$ cat src/rtl/gpw_pkg.sv
// Shared constants and types of the GPIO port with change wait
package gpw_pkg;

  // ************************************************************
  // Sizes and timing
  // ************************************************************
  localparam int          NLINES      = 16;
  localparam int          QDEPTH      = 4;
  localparam int          QPTR_W      = 2;
  localparam int          QCNT_W      = 3;
  localparam int          CLK_NS      = 50;
  localparam int          MS_NS       = 1000000;
  localparam int          TICK_CYC    = MS_NS / CLK_NS;
  localparam int          TICK_W      = 16;
  localparam logic [15:0] WAIT_MAX_MS = 16'hEA60;

  // ************************************************************
  // Register byte offsets
  // ************************************************************
  localparam logic [7:0] A_CFG    = 8'h00;
  localparam logic [7:0] A_SERIAL = 8'h04;
  localparam logic [7:0] A_DIR    = 8'h08;
  localparam logic [7:0] A_OUT    = 8'h0C;
  localparam logic [7:0] A_IN     = 8'h10;
  localparam logic [7:0] A_AVAIL  = 8'h14;
  localparam logic [7:0] A_WAIT   = 8'h18;
  localparam logic [7:0] A_STAT   = 8'h1C;
  localparam logic [7:0] A_MASK   = 8'h20;
  localparam logic [7:0] A_QPUSH  = 8'h24;
  localparam logic [7:0] A_QSUB   = 8'h28;
  localparam logic [7:0] A_QRESP  = 8'h2C;

  // ************************************************************
  // Field positions and reset values
  // ************************************************************
  localparam int          CFG_EN_BIT  = 0;
  localparam int          ST_WAIT     = 0;
  localparam int          ST_QUEUE    = 1;
  localparam int          QOP_LSB     = 16;
  localparam int          RESP_VALID  = 16;
  localparam int          QSTAT_BUSY  = 3;
  localparam logic [15:0] DIR_RESET   = 16'h0000;
  localparam logic [15:0] LINES_ZERO  = 16'h0000;

  typedef logic [NLINES-1:0] gpw_mask_type;

  typedef enum logic [1:0] {
    Q_DIR,
    Q_OUT,
    Q_GET,
    Q_CHG
  } gpw_qop_type;

  typedef enum logic [1:0] {
    E_IDLE,
    E_RUN,
    E_WAIT
  } gpw_eng_type;

  typedef struct packed {
    gpw_qop_type  op;
    gpw_mask_type data;
  } gpw_qent_type;

  // Usable lines: port enabled and not owned by a serial subsystem
  function automatic gpw_mask_type gpw_avail(logic en, gpw_mask_type serial);
    return en ? ~serial : LINES_ZERO;
  endfunction

  // Input view: high lines that are available inputs
  function automatic gpw_mask_type gpw_view(logic en, gpw_mask_type serial,
                                            gpw_mask_type dir, gpw_mask_type lines);
    return lines & ~dir & gpw_avail(en, serial);
  endfunction

endpackage : gpw_pkg

$ cat src/rtl/gpw_port.sv
// GPIO port top with APB registers, command queue and change wait
// Function
// Zero direction bit input, nonzero bit output
// Directions reset to all inputs
// Port disabled until configuration enables it
// Input read bit set means line high
// Outputs, disabled or serial lines read zero
// Output values latched, drive once line enabled
// Directions latched for serial lines, applied later
// Output mask drives lines high or low
// Availability mask shows usable port lines
// Wait ends on enabled input line change
// Wait timeout in milliseconds, about sixty seconds
// Expiry still returns present input state
// First wait after reconfiguration returns immediately
// Host compares results with own copy
// Queued commands run only at submission
// Line n maps to bit n everywhere
//
// The address map and the APB slave port were decided locally.
`timescale 1ns/100ps
`default_nettype none
module gpw_port
  import gpw_pkg::*;
#(
  parameter int TICK_CYCLES = TICK_CYC
) (
  input  wire logic         pclk,
  input  wire logic         presetn,
  input  wire logic         psel,
  input  wire logic         penable,
  input  wire logic         pwrite,
  input  wire logic [31:0]  paddr,
  input  wire logic [31:0]  pwdata,
  output logic [31:0]       prdata,
  output logic              pready,
  output logic              pslverr,
  output logic              irq,
  input  wire gpw_mask_type line_in,
  output gpw_mask_type      line_out,
  output gpw_mask_type      line_oe
);

  typedef struct packed {
    logic                           enable;
    gpw_mask_type                   serial;
    gpw_mask_type                   dir;
    gpw_mask_type                   outv;
    gpw_mask_type                   wait_res;
    logic [1:0]                     stat;
    logic [1:0]                     mask;
    logic                           first;
    gpw_qent_type [QDEPTH-1:0]      q;
    logic [QPTR_W-1:0]              qwr;
    logic [QPTR_W-1:0]              qrd;
    logic [QCNT_W-1:0]              qcnt;
    gpw_mask_type [QDEPTH-1:0]      rq;
    logic [QPTR_W-1:0]              rwr;
    logic [QPTR_W-1:0]              rrd;
    logic [QCNT_W-1:0]              rcnt;
    gpw_eng_type                    eng;
    logic                           from_q;
    logic                           pready;
    logic                           pslverr;
    logic [31:0]                    prdata;
    logic                           irq;
    gpw_mask_type                   line_out;
    gpw_mask_type                   line_oe;
  } gpw_state_type;

  gpw_state_type s_ff;
  gpw_state_type nxt_s;

  localparam logic [QCNT_W-1:0] QFULL = QCNT_W'(QDEPTH);
  localparam logic [QCNT_W-1:0] CNT1  = QCNT_W'(1);
  localparam logic [QPTR_W-1:0] PTR1  = QPTR_W'(1);

  logic         w_start;
  logic         w_imm;
  logic [15:0]  w_limit;
  logic         w_busy;
  logic         w_done;
  gpw_mask_type w_result;
  gpw_mask_type view;
  logic         acc;
  logic         fire;
  logic [7:0]   addr;
  logic [1:0]   ev;
  logic         rd_pop;
  gpw_qent_type cur;

  // bit n is line n
  // masked input view shared by read, get and wait
  assign view = gpw_view(s_ff.enable, s_ff.serial, s_ff.dir, line_in);
  assign addr = paddr[7:0];
  assign acc  = psel && penable && !s_ff.pready;
  assign fire = psel && penable && s_ff.pready;
  assign cur  = s_ff.q[s_ff.qrd];

  // ************************************************************
  // Waiter
  // ************************************************************
  gpw_waiter #(
    .TICK_CYCLES (TICK_CYCLES)
  ) u_waiter (
    .pclk      (pclk),
    .presetn   (presetn),
    .start     (w_start),
    .immediate (w_imm),
    .limit_ms  (w_limit),
    .view      (view),
    .busy      (w_busy),
    .done      (w_done),
    .result    (w_result)
  );

  // ************************************************************
  // Next state
  // ************************************************************
  always_comb begin
    nxt_s         = s_ff;
    ev            = 2'b00;
    w_start       = 1'b0;
    w_imm         = s_ff.first;
    w_limit       = pwdata[15:0];
    rd_pop        = 1'b0;
    nxt_s.pready  = 1'b0;
    nxt_s.pslverr = 1'b0;

    // APB access phase, answer one cycle later
    if (acc) begin
      nxt_s.pready = 1'b1;
      nxt_s.prdata = '0;
      unique case (addr)
        A_CFG:    nxt_s.prdata[CFG_EN_BIT] = s_ff.enable;
        A_SERIAL: nxt_s.prdata[15:0] = s_ff.serial;
        A_DIR:    nxt_s.prdata[15:0] = s_ff.dir;
        A_OUT:    nxt_s.prdata[15:0] = s_ff.outv;
        // high line reads as one
        A_IN:     nxt_s.prdata[15:0] = view;
        // availability mask
        A_AVAIL:  nxt_s.prdata[15:0] = gpw_avail(s_ff.enable, s_ff.serial);
        A_WAIT: begin
          nxt_s.prdata[15:0] = s_ff.wait_res;
          nxt_s.pslverr      = pwrite && (s_ff.eng != E_IDLE);
        end
        A_STAT:   nxt_s.prdata[1:0] = s_ff.stat;
        A_MASK:   nxt_s.prdata[1:0] = s_ff.mask;
        A_QPUSH: begin
          nxt_s.prdata[QCNT_W-1:0] = s_ff.qcnt;
          nxt_s.prdata[QSTAT_BUSY] = (s_ff.eng != E_IDLE);
          nxt_s.pslverr            = pwrite && (s_ff.qcnt == QFULL);
        end
        A_QSUB:   nxt_s.prdata = '0;
        A_QRESP: begin
          nxt_s.prdata[15:0]       = s_ff.rq[s_ff.rrd];
          nxt_s.prdata[RESP_VALID] = (s_ff.rcnt != '0);
        end
        default:  nxt_s.pslverr = 1'b1;
      endcase
    end

    // Effects at the edge where pready is sampled
    if (fire && pwrite && !s_ff.pslverr) begin
      unique case (addr)
        A_CFG: begin
          // port stays off until enabled here
          nxt_s.enable = pwdata[CFG_EN_BIT];
          nxt_s.first  = 1'b1;
        end
        A_SERIAL: begin
          nxt_s.serial = pwdata[15:0];
          nxt_s.first  = 1'b1;
        end
        A_DIR: begin
          // nonzero bit selects output
          nxt_s.dir   = pwdata[15:0];
          nxt_s.first = 1'b1;
        end
        // value latched, unless a queued Q_OUT writes outv in the same cycle
        A_OUT:  nxt_s.outv = pwdata[15:0];
        A_WAIT: begin
          w_start      = 1'b1;
          nxt_s.first  = 1'b0;
          nxt_s.from_q = 1'b0;
          nxt_s.eng    = E_WAIT;
        end
        A_MASK: nxt_s.mask = pwdata[1:0];
        A_QPUSH: begin
          // command only stored here
          nxt_s.q[s_ff.qwr] = gpw_qent_type'(pwdata[QOP_LSB+1:0]);
          nxt_s.qwr         = s_ff.qwr + PTR1;
          nxt_s.qcnt        = s_ff.qcnt + CNT1;
        end
        A_QSUB: begin
          if (s_ff.eng == E_IDLE) begin
            nxt_s.eng = E_RUN;
          end
        end
        default: nxt_s.eng = nxt_s.eng;
      endcase
    end
    if (fire && !pwrite && addr == A_QRESP && s_ff.rcnt != '0) begin
      rd_pop = 1'b1;
    end

    // ************************************************************
    // Command engine
    // ************************************************************
    unique case (s_ff.eng)
      E_IDLE: nxt_s.eng = nxt_s.eng;
      E_RUN: begin
        if (s_ff.qcnt == '0) begin
          nxt_s.eng = E_IDLE;
          ev[ST_QUEUE] = 1'b1;
        end else begin
          nxt_s.qrd  = s_ff.qrd + PTR1;
          nxt_s.qcnt = nxt_s.qcnt - CNT1;
          // queued commands executed at submission
          unique case (cur.op)
            Q_DIR: begin
              nxt_s.dir   = cur.data;
              nxt_s.first = 1'b1;
            end
            Q_OUT: nxt_s.outv = cur.data;
            Q_GET: begin
              nxt_s.rq[nxt_s.rwr] = view;
              nxt_s.rwr           = nxt_s.rwr + PTR1;
              nxt_s.rcnt          = nxt_s.rcnt + CNT1;
            end
            Q_CHG: begin
              w_start      = 1'b1;
              w_limit      = cur.data;
              nxt_s.first  = 1'b0;
              nxt_s.from_q = 1'b1;
              nxt_s.eng    = E_WAIT;
            end
          endcase
        end
      end
      E_WAIT: begin
        if (w_done) begin
          if (s_ff.from_q) begin
            // result goes to response collection
            nxt_s.rq[nxt_s.rwr] = w_result;
            nxt_s.rwr           = nxt_s.rwr + PTR1;
            nxt_s.rcnt          = nxt_s.rcnt + CNT1;
            nxt_s.eng           = E_RUN;
          end else begin
            nxt_s.wait_res = w_result;
            ev[ST_WAIT]    = 1'b1;
            nxt_s.eng      = E_IDLE;
          end
        end
      end
      default: nxt_s.eng = E_IDLE;
    endcase

    if (rd_pop) begin
      nxt_s.rrd  = s_ff.rrd + PTR1;
      nxt_s.rcnt = nxt_s.rcnt - CNT1;
    end
    // Full response queue drops its oldest entry
    if (nxt_s.rcnt > QFULL) begin
      nxt_s.rrd  = nxt_s.rrd + PTR1;
      nxt_s.rcnt = QFULL;
    end

    // Sticky status, set wins over write-one clear
    if (fire && pwrite && addr == A_STAT) begin
      nxt_s.stat = s_ff.stat & ~pwdata[1:0];
    end
    nxt_s.stat = nxt_s.stat | ev;
    nxt_s.irq  = |(nxt_s.stat & nxt_s.mask);

    // direction applies only on available lines
    nxt_s.line_oe  = nxt_s.dir & gpw_avail(nxt_s.enable, nxt_s.serial);
    // latched mask drives enabled outputs
    nxt_s.line_out = nxt_s.outv;
  end

  // all inputs and port off after reset
  always_ff @(posedge pclk or negedge presetn) begin
    if (!presetn) begin
      s_ff     <= '0;
      s_ff.dir <= DIR_RESET;
    end else begin
      s_ff <= nxt_s;
    end
  end

  assign prdata   = s_ff.prdata;
  assign pready   = s_ff.pready;
  assign pslverr  = s_ff.pslverr;
  assign irq      = s_ff.irq;
  assign line_out = s_ff.line_out;
  assign line_oe  = s_ff.line_oe;
endmodule : gpw_port
`default_nettype wire

$ cat src/rtl/gpw_waiter.sv
// Change-wait engine with millisecond timeout
`timescale 1ns/100ps
`default_nettype none
module gpw_waiter
  import gpw_pkg::*;
#(
  parameter int TICK_CYCLES = TICK_CYC
) (
  input  wire logic         pclk,
  input  wire logic         presetn,
  input  wire logic         start,
  input  wire logic         immediate,
  input  wire logic [15:0]  limit_ms,
  input  wire gpw_mask_type view,
  output logic              busy,
  output logic              done,
  output gpw_mask_type      result
);

  typedef struct packed {
    logic              busy;
    logic              done;
    logic [15:0]       ms_left;
    logic [TICK_W-1:0] tick;
    gpw_mask_type      snap;
    gpw_mask_type      result;
  } gpw_wstate_type;

  gpw_wstate_type s_ff;
  gpw_wstate_type nxt_s;

  localparam logic [TICK_W-1:0] TICK_LAST = TICK_W'(TICK_CYCLES - 1);

  always_comb begin
    nxt_s      = s_ff;
    nxt_s.done = 1'b0;
    if (start && !s_ff.busy) begin
      // first wait returns at once
      if (immediate) begin
        nxt_s.done   = 1'b1;
        nxt_s.result = view;
      end else begin
        nxt_s.busy    = 1'b1;
        nxt_s.snap    = view;
        nxt_s.tick    = '0;
        // limit in ms, clamped
        nxt_s.ms_left = (limit_ms > WAIT_MAX_MS) ? WAIT_MAX_MS : limit_ms;
      end
    end else if (s_ff.busy) begin
      // any watched input change ends the wait
      if (view != s_ff.snap) begin
        nxt_s.busy   = 1'b0;
        nxt_s.done   = 1'b1;
        nxt_s.result = view;
      end else if (s_ff.tick == TICK_LAST) begin
        nxt_s.tick = '0;
        // expiry returns present state
        if (s_ff.ms_left == 16'h0000) begin
          nxt_s.busy   = 1'b0;
          nxt_s.done   = 1'b1;
          nxt_s.result = view;
        end else begin
          nxt_s.ms_left = s_ff.ms_left - 16'h0001;
        end
      end else begin
        nxt_s.tick = s_ff.tick + TICK_W'(1);
      end
    end
  end

  always_ff @(posedge pclk or negedge presetn) begin
    if (!presetn) begin
      s_ff <= '0;
    end else begin
      s_ff <= nxt_s;
    end
  end

  assign busy   = s_ff.busy;
  assign done   = s_ff.done;
  assign result = s_ff.result;
endmodule : gpw_waiter
`default_nettype wire

$ cat config.mk
export PLATFORM = sky130hd
export DESIGN_NAME = gpw_port
export DESIGN_NICKNAME = d
export VERILOG_FILES = /design/src/rtl/gpw_pkg.sv /design/src/rtl/gpw_port.sv /design/src/rtl/gpw_waiter.sv
export SDC_FILE = /design/constraint.sdc
export NUM_CORES = 1
export LEC_CHECK = 0
export BUFFER_PORTS_ARGS = -buffer_cell sky130_fd_sc_hd__buf_4
export CORE_MARGIN = 4
export CORE_UTILIZATION = 40
export CTS_CLUSTER_DIAMETER = 50
export DETAILED_ROUTE_END_ITERATION = 8
export PLACE_DENSITY = 0.66
export SYNTH_ARGS = -nofsm -noshare
export SYNTH_HDL_FRONTEND = slang
export SYNTH_SLANG_ARGS = --single-unit
$ cat constraint.sdc
create_clock -name pclk -period 4.79 [get_ports pclk]
set_input_delay 1.437 -clock pclk [delete_from_list [all_inputs] [get_ports pclk]]
set_output_delay 1.437 -clock pclk [all_outputs]
set_load 0.1 [all_outputs]
==> metrics.txt <==
IO Port Bufs 98; die area 45,200 sq um; num rows between 70 and 80; Initial DRT Pass Iterations 6; Ant. Diodes 0; CP Capture Type flip-flop; number of flops mapped to enable cells by yosys 0; Layout Area Growth over Synthesis 12.9%; vias per inst 5.89; Post-synth ARST share 1.00; drt initial violations 1,182; Setup Viol. Count Final 0; crit path max fanout 17; cts hold-fix bufs 0; Final Wtd Congestion 0.890; Avg Cell Area, Syn 11.3 sq um; Tmin final 3750 ps; WL per Instance 22.0 microns; Core Region 41,100 sq um; RSZ-0062 raised after global routing false; clk_lat worst skew 530 ps; outcome finished, final reports clean; VDD IR max 0.000212 V; Setup WS pre-CTS 509 ps; I/O pin count 152; crit path kind primary input to flip-flop; Clock Sinks 325; Core Util, Final 0.460; DPL Wire Length 31,800 microns; TritonCTS clock tree built; post-CTS sizing 0; gr usage total 0.201; sequential share of the synthesized area 0.486; critical path startpoint category primary input; Initial Utilization 0.407; max_cap viols 0; total gr overflow 0; vias in the first global route 12.4k; Reg clk slew, reported paths roughly 60 ps; most frequent cells in the layout 325 x dfrtp_1, 142 x nand2_1, 127 x buf_4, 108 x mux2_2, 83 x o21ai_0; clk_skew 17.1 ps; pwr dens 326 nW/um^2; synthesis warning total 0; Top FF cell, synth dfrtp_1; library cells used by synthesis just under 80; fin nets 1,624; Die Width 213 microns; Leak 8.87 nW; final worst-path cycle share 0.782; post-synthesis instance total roughly 1.5k; share of post-route cells with drive strength above 1 0.246; largest net degree at the start of global routing 128; Setup TNS Final 0 ps; die height roughly 210 microns; htree depth 2; DR DRC count 0; post-CTS setup buffers 0; Hold Vio Cnt, Final 0; crit path DAT approximately 4200 ps; total number of vias 12.2k; #FFs+latches synth 325; most common cell after layout, fill and taps aside dfrtp_1; Root Driver clkbuf_16; Worst EP required 5210 ps; Max Transition Viols Final 0; Fmax between 0.2 and 0.3 GHz; initial antenna violation count 0; area of the mapped netlist 16,700 sq um; first-pass GRT wire length slightly above 70,000 microns; # fillers 3,759; Final WS setup 1040 ps; Rel. slew slack 0.192; Detail Route Antenna Nets 0; Num CTS Buffers 39; CTS Buffer Depth 3; final wirelength roughly 46,000 microns; Hold Path Class flip-flop to flip-flop; Slew @ Worst Pin 1210 ps
-- stage by stage --
stage	cell area, sq um	cells	hold slack [ps]	total power, W
floorplan	16800	1498	451	0.00308
global placement	17600	2005	464	0.00322
detailed placement	17600	2005	469	0.00322
CTS	18900	2074	482	0.00622
global route	18900	2074	504	0.00637
finish	18900	2074	476	0.00617
-- path summary, 6_finish.rpt --
path,slack [ps],endpoint,cells after the start,from
max,1040,u_waiter.result[3],8,line_in[1]
min,480,prdata[15],1,prdata[15]
max reg2reg,1070,u_waiter.result[3],7,s_ff[289]
min reg2reg,480,prdata[15],1,prdata[15]
max in group asynchronous,2860,s_ff[146],2,presetn
min in group asynchronous,860,s_ff[87],1,presetn
-- layout make-up --
type	count	area, sq um	share of cell area
multi-input combinational	979	7650	0.405
clock inverter	19	211	0.0112
inverter	39	146	0.00774
tap	532	666	0.0352
clock buffer	50	1090	0.0576
sequential	325	8130	0.430
timing repair buffer	130	1010	0.0533
-- kinds of logic after synthesis --
| family | Yosys count | share of synthesized area |
|---|---|---|
| AND/OR/NAND/NOR | 378 | 0.125 |
| XOR/XNOR | 26 | 0.0136 |
| AO/OA/AOI/OAI | 324 | 0.133 |
| flip-flops | 325 | 0.486 |
| adder cells (fa/ha/maj) | 25 | 0.0187 |
| multiplexers | 211 | 0.163 |
| other | 1 | 0.000224 |
| buffers and inverters | 194 | 0.0613 |
-- cells in the mapped netlist (13+ instances only) --
cell type    n  share of area
a31oi_1     16         0.0060
a21o_1      13         0.0058
xnor2_1     17         0.0089
clkbuf_1    58          0.013
a222oi_1    14         0.0084
mux2_2     108          0.073
mux2i_1     50          0.030
a21oi_1     55          0.016
a22o_1      66          0.035
o21ai_0     83          0.025
and3b_1     16         0.0084
nor3_1      21         0.0063
mux4_2      34          0.046
nand2_1    142          0.032
ha_1        25          0.019
dfrtp_1    325           0.49
a22oi_1     23          0.010
inv_1       39         0.0087
nor2_1      56          0.013
nand3_1     25         0.0075
buf_4       72          0.032
-- registers in the layout, indices dropped and copies added (netlist names), 16 cells and up --
| name | flops |
|---|---|
| u_waiter.s_ff | 48 |
| s_ff | 206 |
| line_oe | 16 |
| line_out | 16 |
| u_waiter.result | 16 |
| prdata | 17 |
-- critical path, cell delays in order --
cell and delay (ps):
buf_4 90, and4bb_1 380, xnor2_1 160, nand3_1 160, nor4_4 470, a21oi_1 180, nor3_4 850, mux2_2 420
-- layer usage --
layer | wire length, microns | up-vias | global-route usage
met3 | 3360 | 95 | 0.0410
met1 | 20000 | 6237 | 0.284
li1 | - | 5409 | -
met4 | 1270 | 0 | 0.0669
met5 | 0 | - | 0
met2 | 20900 | 484 | 0.311
-- where the power goes --
part	internal (W)	switching (W)
logic	0.0000952	0.000254
registers	0.00278	0.0000423
clock network	0.00179	0.00120
total	0.00466	0.00150
No activity file was read; power rests on OpenSTA's default activity.
